<file path="config.mk">
export PLATFORM = sky130hd
export DESIGN_NAME = bime_exec
export DESIGN_NICKNAME = d
export VERILOG_FILES = /design/src/bime_pkg.sv /design/src/bime_exec.sv /design/src/bime_decode.sv
export SDC_FILE = /design/constraint.sdc
export NUM_CORES = 1
export LEC_CHECK = 0
export BUFFER_PORTS_ARGS = -buffer_cell sky130_fd_sc_hd__buf_4
export CAP_MARGIN = 15
export CORE_ASPECT_RATIO = 1.4
export CORE_UTILIZATION = 40
export DETAILED_ROUTE_END_ITERATION = 6
export MAX_ROUTING_LAYER = met4
export PLACE_DENSITY = 0.65
export SYNTH_ARGS = -nofsm -noshare
export SYNTH_HDL_FRONTEND = slang
export SYNTH_SLANG_ARGS = --single-unit
export TNS_END_PERCENT = 50
</file>
<file path="constraint.sdc">
create_clock -name mclk -period 7 [get_ports mclk]
set_input_delay 1.05 -clock mclk [delete_from_list [all_inputs] [get_ports mclk]]
set_output_delay 1.05 -clock mclk [all_outputs]
set_load 0.005 [all_outputs]
</file>
<file path="src/bime_pkg.sv">
// package for the branch / or / increment / move execution block
// assumes 14-bit instruction words and an 8-bit file register datapath
package bime_pkg;

  // *****************************************************************
  // widths
  // *****************************************************************
  localparam int unsigned INSTR_W  = 14;
  localparam int unsigned DATA_W   = 8;
  localparam int unsigned FADDR_W  = 7;
  localparam int unsigned TARGET_W = 11;
  localparam int unsigned PC_W     = 13;

  // *****************************************************************
  // instruction field positions
  // *****************************************************************
  localparam int unsigned DEST_POS     = 7;   // d bit
  localparam int unsigned PAGE_LO_POS  = 3;   // page latch bits 4:3 feed pc 12:11
  localparam int unsigned PAGE_HI_POS  = 4;

  // *****************************************************************
  // opcode patterns
  // *****************************************************************
  localparam logic [2:0] OPC_JUMP_ABSOLUTE       = 3'h5;   // instr[13:11]
  localparam logic [5:0] OPC_OR_LITERAL_INTO_ACC = 6'h38;  // instr[13:8]
  localparam logic [5:0] OPC_INCREMENT_FILE_REG  = 6'h0A;
  localparam logic [5:0] OPC_OR_ACC_WITH_FILE    = 6'h04;
  localparam logic [5:0] OPC_MOVE_FILE_REG       = 6'h08;

  // *****************************************************************
  // reset values
  // *****************************************************************
  localparam logic [PC_W-1:0]   PC_RESET   = 13'h0000;
  localparam logic [DATA_W-1:0] ACC_RESET  = 8'h00;
  localparam logic              ZERO_RESET = 1'b0;

  // *****************************************************************
  // types
  // *****************************************************************
  typedef enum logic [5:0] {
    OP_NONE        = 6'h01,
    OP_JUMP        = 6'h02,
    OP_OR_LITERAL  = 6'h04,
    OP_INCREMENT   = 6'h08,
    OP_OR_FILE     = 6'h10,
    OP_MOVE_FILE   = 6'h20
  } bime_op_e;

  typedef enum logic [1:0] {
    ST_EXEC  = 2'h1,
    ST_FLUSH = 2'h2
  } bime_state_e;

  typedef struct packed {
    bime_op_e              op;
    logic                  dest;
    logic [FADDR_W-1:0]    faddr;
    logic [DATA_W-1:0]     lit;
    logic [TARGET_W-1:0]   target;
  } bime_dec_s;

  typedef struct packed {
    logic                  we;
    logic [FADDR_W-1:0]    addr;
    logic [DATA_W-1:0]     data;
  } bime_fwr_s;

endpackage

</file>
<file path="src/bime_exec.sv">
// execution unit for jump, or-literal, increment, or-file and move-file
// assumes file_rdata already holds file register f of the offered word
// and that program_page_latch comes from logic on the same clock
//
// Summary of operation
// - jump loads the 11-bit immediate into pc bits 10 to 0.
// - jump loads pc bits 12 and 11 from page latch bits 4 and 3.
// - jump takes two instruction cycles and leaves the zero flag alone.
// - or-literal ors the accumulator with k, writes accumulator, updates zero.
// - increment adds one to f, result to accumulator or f by d, updates zero.
// - or-file ors accumulator with f, result routed by d, updates zero.
// - move-file copies f to accumulator or back to f, updates zero.
module bime_exec (
  input  wire logic                          mclk,
  input  wire logic                          reset_n,
  input  wire logic                          instr_valid,
  input  wire logic [bime_pkg::INSTR_W-1:0]  instr,
  input  wire logic [bime_pkg::DATA_W-1:0]   file_rdata,
  input  wire logic [bime_pkg::DATA_W-1:0]   program_page_latch,
  output logic                               instr_ready,
  output logic                               retired,
  output logic                               unsupported,
  output logic      [bime_pkg::PC_W-1:0]     pc,
  output logic      [bime_pkg::DATA_W-1:0]   acc,
  output logic                               zero,
  output bime_pkg::bime_fwr_s                file_wr
);
  import bime_pkg::*;

  // *****************************************************************
  // decode
  // *****************************************************************
  bime_dec_s dec;

  bime_decode u_decode (
    .instr (instr),
    .dec   (dec)
  );

  // zero test shared by every flag-updating path
  function automatic logic result_is_zero(input logic [DATA_W-1:0] r);
    return (r == '0);
  endfunction

  // *****************************************************************
  // state
  // *****************************************************************
  bime_state_e         state;
  bime_state_e         next_state;
  logic [PC_W-1:0]     next_pc;
  logic [DATA_W-1:0]   next_acc;
  logic                next_zero;
  logic                next_instr_ready;
  logic                next_retired;
  logic                next_unsupported;
  bime_fwr_s           next_file_wr;
  logic [DATA_W-1:0]   result;
  logic                take;

  assign take = instr_valid && instr_ready;

  // next-state logic; the flush cycle of a jump refuses new words so the
  // stale word fetched behind the jump never executes
  always_comb begin
    next_state       = state;
    next_pc          = pc;
    next_acc         = acc;
    next_zero        = zero;
    next_instr_ready = instr_ready;
    next_retired     = 1'b0;
    next_unsupported = 1'b0;
    next_file_wr     = '0;
    next_file_wr.addr = file_wr.addr;
    next_file_wr.data = file_wr.data;
    result           = '0;
    unique case (state)
      ST_EXEC: begin
        if (take) begin
          if (dec.op == OP_JUMP) begin
            next_pc          = {program_page_latch[PAGE_HI_POS:PAGE_LO_POS], dec.target};
            next_state       = ST_FLUSH;
            next_instr_ready = 1'b0;
          end else begin
            // single-cycle group: retire now and advance pc by one word
            next_pc      = PC_W'(pc + 1'b1);
            next_retired = 1'b1;
            unique case (dec.op)
              OP_OR_LITERAL: result = acc | dec.lit;
              OP_INCREMENT:  result = DATA_W'(file_rdata + 1'b1);
              OP_OR_FILE:    result = acc | file_rdata;
              OP_MOVE_FILE:  result = file_rdata;
              default:       result = '0;
            endcase
            if (dec.op == OP_NONE) begin
              next_unsupported = 1'b1;  // word ignored, nothing written
            end else begin
              next_zero = result_is_zero(result);
              if (dec.op == OP_OR_LITERAL || !dec.dest) begin
                next_acc = result;
              end else begin
                next_file_wr.we   = 1'b1;
                next_file_wr.addr = dec.faddr;
                next_file_wr.data = result;
              end
            end
          end
        end
      end
      ST_FLUSH: begin
        // second cycle of the jump: flags untouched, retire at its end
        next_state       = ST_EXEC;
        next_instr_ready = 1'b1;
        next_retired     = 1'b1;
      end
      default: begin
        next_state       = ST_EXEC;
        next_instr_ready = 1'b1;
      end
    endcase
  end

  // registers; every output comes straight from here
  always_ff @(posedge mclk or negedge reset_n) begin
    if (!reset_n) begin
      state       <= ST_EXEC;
      pc          <= PC_RESET;
      acc         <= ACC_RESET;
      zero        <= ZERO_RESET;
      instr_ready <= 1'b1;
      retired     <= 1'b0;
      unsupported <= 1'b0;
      file_wr     <= '0;
    end else begin
      state       <= next_state;
      pc          <= next_pc;
      acc         <= next_acc;
      zero        <= next_zero;
      instr_ready <= next_instr_ready;
      retired     <= next_retired;
      unsupported <= next_unsupported;
      file_wr     <= next_file_wr;
    end
  end

  // *****************************************************************
  // checks
  // *****************************************************************
  // helper copies of the inputs of the word taken last cycle
  logic                h_take;
  bime_dec_s           h_dec;
  logic [DATA_W-1:0]   h_acc;
  logic [DATA_W-1:0]   h_rdata;
  logic [DATA_W-1:0]   h_page;
  logic                h_zero;

  always_ff @(posedge mclk or negedge reset_n) begin
    if (!reset_n) begin
      h_take  <= 1'b0;
      h_dec   <= '0;
      h_acc   <= '0;
      h_rdata <= '0;
      h_page  <= '0;
      h_zero  <= 1'b0;
    end else begin
      h_take  <= take && (state == ST_EXEC);
      h_dec   <= dec;
      h_acc   <= acc;
      h_rdata <= file_rdata;
      h_page  <= program_page_latch;
      h_zero  <= zero;
    end
  end
endmodule

</file>
<file path="src/bime_decode.sv">
// instruction decoder for the execution block
// assumes a stable instruction word from the fetch path; purely combinational
module bime_decode (
  input  wire logic [bime_pkg::INSTR_W-1:0] instr,
  output bime_pkg::bime_dec_s               dec
);
  import bime_pkg::*;

  // *****************************************************************
  // field split and opcode match
  // *****************************************************************
  // operand fields are always split out; only op decides what is used
  always_comb begin
    dec        = '0;
    dec.op     = OP_NONE;
    dec.dest   = instr[DEST_POS];
    dec.faddr  = instr[FADDR_W-1:0];
    dec.lit    = instr[DATA_W-1:0];
    dec.target = instr[TARGET_W-1:0];
    if (instr[13:11] == OPC_JUMP_ABSOLUTE) begin
      dec.op = OP_JUMP;
    end else begin
      unique case (instr[13:8])
        OPC_OR_LITERAL_INTO_ACC: dec.op = OP_OR_LITERAL;
        OPC_INCREMENT_FILE_REG:  dec.op = OP_INCREMENT;
        OPC_OR_ACC_WITH_FILE:    dec.op = OP_OR_FILE;
        OPC_MOVE_FILE_REG:       dec.op = OP_MOVE_FILE;
        default:                 dec.op = OP_NONE;  // other opcodes are not ours
      endcase
    end
  end

endmodule

</file>
# After elaboration in Yosys (flattened, before gate mapping)
# Cells that the tools add are included.
# totals
regBits	43
in_bits	33
out_inout_bits	41
word_cells	66
# op_classes
addsub	2
n_eq_ne	15
muxes	25
bitwise_logic	5
n_reduce_logical	9
# op_table
cell	count
$mux W16	5
$pmux W8 S4	1
$mux W8	3
$pmux W6 S4	1
$eq A6 B4 Y1 const B	3
$or A8 B8 Y8	2
$add A13 B1 Y13 const B	1
$mux W13	1
$eq A6 B3 Y1 const B	2
$eq A6 B6 Y1 const B	2
$reduce_and A5 Y1	2
$mux W1	9
$add A8 B1 Y8 const B	1
$logic_not A8 Y1	1
$eq A6 B1 Y1 const B	1
$eq A6 B2 Y1 const B	1
$eq A6 B5 Y1 const B	1
$mux W2	3
$mux W6	1
$ne A2 B2 Y1 const B	2
$reduce_and A2 Y1	2
$reduce_and A4 Y1	1
$eq A3 B3 Y1 const B	1
$not A1 Y1	3
other kinds (6)	6

# Logic depth before layout (Yosys ltp)
# depth
ltp_word	13
ltp_mapped	10
mapped_depth_nobuf	8

# Modules after synthesis
# A second synthesis with hierarchy kept.
# unflattened
cells_unflattened	327
area_unflattened_um2	2846.5
# by_module_without_submodules
module	instances	cells_per_inst	area_per_inst_um2	seq_area_each_um2
bime_exec	1	286	2543.7	1052.3
bime_decode	1	41	302.8	0.0

# Worst setup path before layout
# Ideal clock, no wire load.
# synth_path
path_kind	input to register
from	in instr[8] (netlist bit)
to	reg file_wr[10] (netlist bit)
setup_time_ns	0.128
t_arrival_ns	2.738
t_required_ns	6.872
setup_slack_ns	4.135
cell_stages	6
n_path_buf	1
cell_sequence	nor4_1 > nand3b_1 > a21o_1 > nor2_1 > buf_4 > mux2_1
# synth_between
elab_chain_cells	7
word_cells_on_any_way	14
classes_between	eq/ne: 7; mux: 2; bitwise: 3; reduce/logical: 2
# synth_rtl
element	line_no	text
from (decl)	bime_exec.sv:17	input wire logic [bime_pkg::INSTR_W-1:0] instr,
$eq A6 B4 Y1, or another cell as far along	bime_decode.sv:23	unique case (instr[13:8])
$pmux W6 S4 (*)	bime_decode.sv:23	
$mux W6 (*)	bime_decode.sv:20	if (instr[13:11] == OPC_JUMP_ABSOLUTE) begin
$eq A6 B3 Y1	bime_exec.sv:98	if (dec.op == OP_OR_LITERAL || !dec.dest) begin
$logic_or A1 B1 Y1	bime_exec.sv:98	
$not A1 Y1 (no source line)	--	
$reduce_and A5 Y1 (no source line) (*)	--	
to (signal assigned)	bime_exec.sv:141	file_wr <= next_file_wr;
to (decl)	bime_exec.sv:26	output bime_pkg::bime_fwr_s file_wr
# Mark *: on every way between the ends. The rest lies on a longest branch, timed or not.
# A chain may end at the register's enable or synchronous reset.

# Final worst setup path
# layout_path
from	in instr[9] (netlist bit)
to	reg acc[6] (netlist bit)
# layout_between
elab_chain_cells	8
word_cells_on_any_way	20
classes_between	eq/ne: 10; mux: 6; bitwise: 2; reduce/logical: 2
# layout_rtl
element	line_no	text
$eq A6 B4 Y1, or another cell as far along	bime_decode.sv:23	
$pmux W6 S4 (*)	bime_decode.sv:23	
$mux W6 (*)	bime_decode.sv:20	
$eq A6 B6 Y1, or another cell as far along	bime_exec.sv:87	unique case (dec.op)
$pmux W8 S4	bime_exec.sv:87	
$mux W8	bime_exec.sv:79	if (dec.op == OP_JUMP) begin
$mux W8	bime_exec.sv:78	if (take) begin
$mux W8	bime_exec.sv:76	unique case (state)
to (signal assigned)	bime_exec.sv:136	acc <= next_acc;
to (decl)	bime_exec.sv:24	output logic [bime_pkg::DATA_W-1:0] acc,
# Mark *: on every way between the ends. The rest lies on a longest branch, timed or not. The select of a mux whose other input is x is not followed.

==> summary.md <==
| Metric | Value |
|---|---|
| Root Driver | clkbuf_8 |
| Adder-cell share of the synthesized area | 2.180% |
| Initial antenna violation count | 0 |
| CP Class | in2reg |
| Post-synthesis mux area share | 5.559% |
| Outcome | finished clean |
| Setup bufs post-CTS | 0 |
| Worst EP required | 7.18 ns |
| Nets | 358 |
| Most frequent cells after synthesis | dfrtp_1 (41), a21oi_1 (34), nand2_1 (30), nor2_1 (30), nand3_1 (12) |
| Worst setup EP type | register |
| Worst-margin pin slew | 0.9057 ns |
| Largest family of logic cells by synthesized area | simple AND/OR/NAND/NOR gates |
| P_leak | 1.366 nW |
| Fraction of layout cells with a size suffix above 1 | 26.40% |
| Async SR Flop Fraction | 100.0% |
| Vias per inst | 5.551 |
| Power density over the cells | 297.1 nW/um^2 |
| Syn Area/Cell | 8.899 sq um |
| Die area | 6051 sq um |
| Routed wire per std cell | 16.27 um |
| Placed Instance Area | 2840 sq um |
| Final GP Congestion | 0.9249 |
| Num rows | 32 |
| HP Class | reg2reg |
| Most common cell in the netlist | dfrtp_1 |
| Share of the synthesized area in the top cell type | 44.69% |
| Boundary Pins | 74 |
| First-pass GRT wire length | 9.936 mm |
| Slew HR | 39.40% |
| Detailed Route WL | 6.344 mm |
| Setup total negative slack | 0 ns |
| Vias | 2165 |
| Worst reg2reg path depth | 6 |
| Post-synth EDFFs | 0 |
| Worst Path Max Fanout | 15 |
| CTS max path bufs | 2 |
| Grt total ovfl | 0 |
| Number of clock sinks | 42 |
| Drt drc | 0 |
| Synth Flop Type | dfrtp_1 |
| Reg clk slew, reported paths | 0.08 ns |
| # hold bufs at CTS | 0 |
| Initial DRC Count | 150 |
| Cell variety after synth | 47 |
| CTS tree | yes |
| Die Y | 91.64 um |
| Cell area after synthesis | 2296 sq um |
| Synthesized flop and latch total | 42 |
| Max Freq | 327.6 MHz |
| Die Span X | 66.03 um |
| Global-route usage over all layers | 22.06% |
| Synth Area in Compound Gates | 18.53% |
| TritonCTS buffer count | 5 |
| Synthesized instance count | 258 |
| Post-DRT Antenna Nets | 0 |
| Area leader, netlist | dfrtp_1 |
| Syn_nets | 295 |
| Peak VDD IR | 0.1441 mV |
| Skew final | 0.005254 ns |
| Synth warn | 0 |
| Max Slew Vio Count | 0 |
| Vias in the first global route | 1996 |
| Number of H-tree levels | 2 |
| Initial Util | 41.55% |
| RSZ-0062 raised after global routing | no |
| Cell depth of the worst hold path | 1 |
| Core ar. | 5525 sq um |
| Final setup vio count | 0 |
| Pin count of the biggest net entering global routing | 43 |
| Post-route cell area | 2935 sq um |
| Post-Synth XOR/XNOR Area | 2.670% |
| Period utilization | 43.61% |
| Critical path launch point type | input port |
| Post-layout util | 53.13% |
| Crit path time final | 3.053 ns |
| Number of fill cells | 554 |
| Port buffer count | 67 |
| Post-CTS Resized | 0 |
| Synth-to-layout area growth | 27.85% |
| Crit path DAT | 3.24 ns |
| Synth top area cells | dfrtp_1 (45%), a21oi_1 (7.4%), nand2_1 (4.9%) |
| N_diodes | 0 |
| Register area share after synthesis | 45.83% |
| Clk_lat worst skew | 0.30 ns |
| Hpwl dp | 4.640 mm |
| Max Cap Violations | 0 |
| Synth Area in Simple Gates | 22.34% |
| Pre-antenna DRT Iters | 4 |
| Number of hold violations in the final report | 0 |
## critical path, stage by stage
cell	delay, ns
buf_4	0.16
nor4_1	0.61
nand3b_1	0.33
a21o_1	0.27
nand2b_1	0.39
mux2_1	0.42
## metal layers
metal	part of all wire [%]	track usage (%)	up-vias
met5	0	-	-
met4	0.85	5.319	0
met3	5.2	3.109	5
met2	50	35.80	70
met1	44	28.87	1031
li1	-	-	1059
## cell families (layout without fill, tap and decap cells)
group	Yosys count	count (layout)
AO/OA/AOI/OAI	72	72
buffers and inverters	16	80
flip-flops	42	42
multiplexers	11	11
XOR/XNOR	7	7
adder cells (fa/ha/maj)	4	4
AND/OR/NAND/NOR	106	106
## per-stage QoR
step                hold WS (ns)  total power [mW]  setup WS, ns  cells
global placement          0.4716            0.7013         3.684    382
CTS                       0.5013            0.8783         3.933    390
detailed placement        0.4806            0.7092         3.627    382
floorplan                 0.4775            0.5297         4.135    258
global route              0.5139            0.9323         3.742    390
finish                    0.4968            0.8720         3.947    390
## final timing paths
| path | startpoint | endpoint | slack [ns] |
|---|---|---|---|
| min in group asynchronous | reset_n | pc[4] | 0.73 |
| min reg2reg | file_wr[14] | file_wr[14] | 0.50 |
| max reg2reg | state[0] | acc[6] | 4.19 |
| max | instr[9] | acc[6] | 3.95 |
| min | file_wr[14] | file_wr[14] | 0.50 |
| max in group asynchronous | reset_n | acc[4] | 5.89 |
## sequential cells by signal, indices dropped and copies added, names as in the netlist
name         cells
zero             1
acc              8
state            2
pc              13
unsupported      1
retired          1
file_wr         16
## report_power, final
| group | total (mW) | internal (mW) | switching (mW) |
|---|---|---|---|
| combinational | 0.311 | 0.169 | 0.142 |
| clock | 0.170 | 0.0795 | 0.0905 |
| sequential | 0.391 | 0.323 | 0.0682 |
| total | 0.872 | 0.571 | 0.301 |
## area by class of cell
class                      instances  area, sq um  share of cell area [%]
clock buffer                       6        82.58                   2.813
clock inverter                     2        12.51                  0.4263
inverter                           4        15.01                  0.5115
multi-input combinational        200         1177                   40.11
sequential                        42         1052                   35.85
tap                               68        85.08                   2.899
timing repair buffer              68        510.5                   17.39
## cells in the final DEF, fill, tap and decap left out, types with 6 or more instances in the layout
cell      count
o21ai_0       8
dfrtp_1      41
mux2_1        8
nand3_1      12
a21oi_1      34
clkbuf_8      6
nand2_1      30
buf_4        68
nor3_1        7
o21ai_1       9
and3_1        6
nor2_1       30
(Power assumes the default switching activity.)
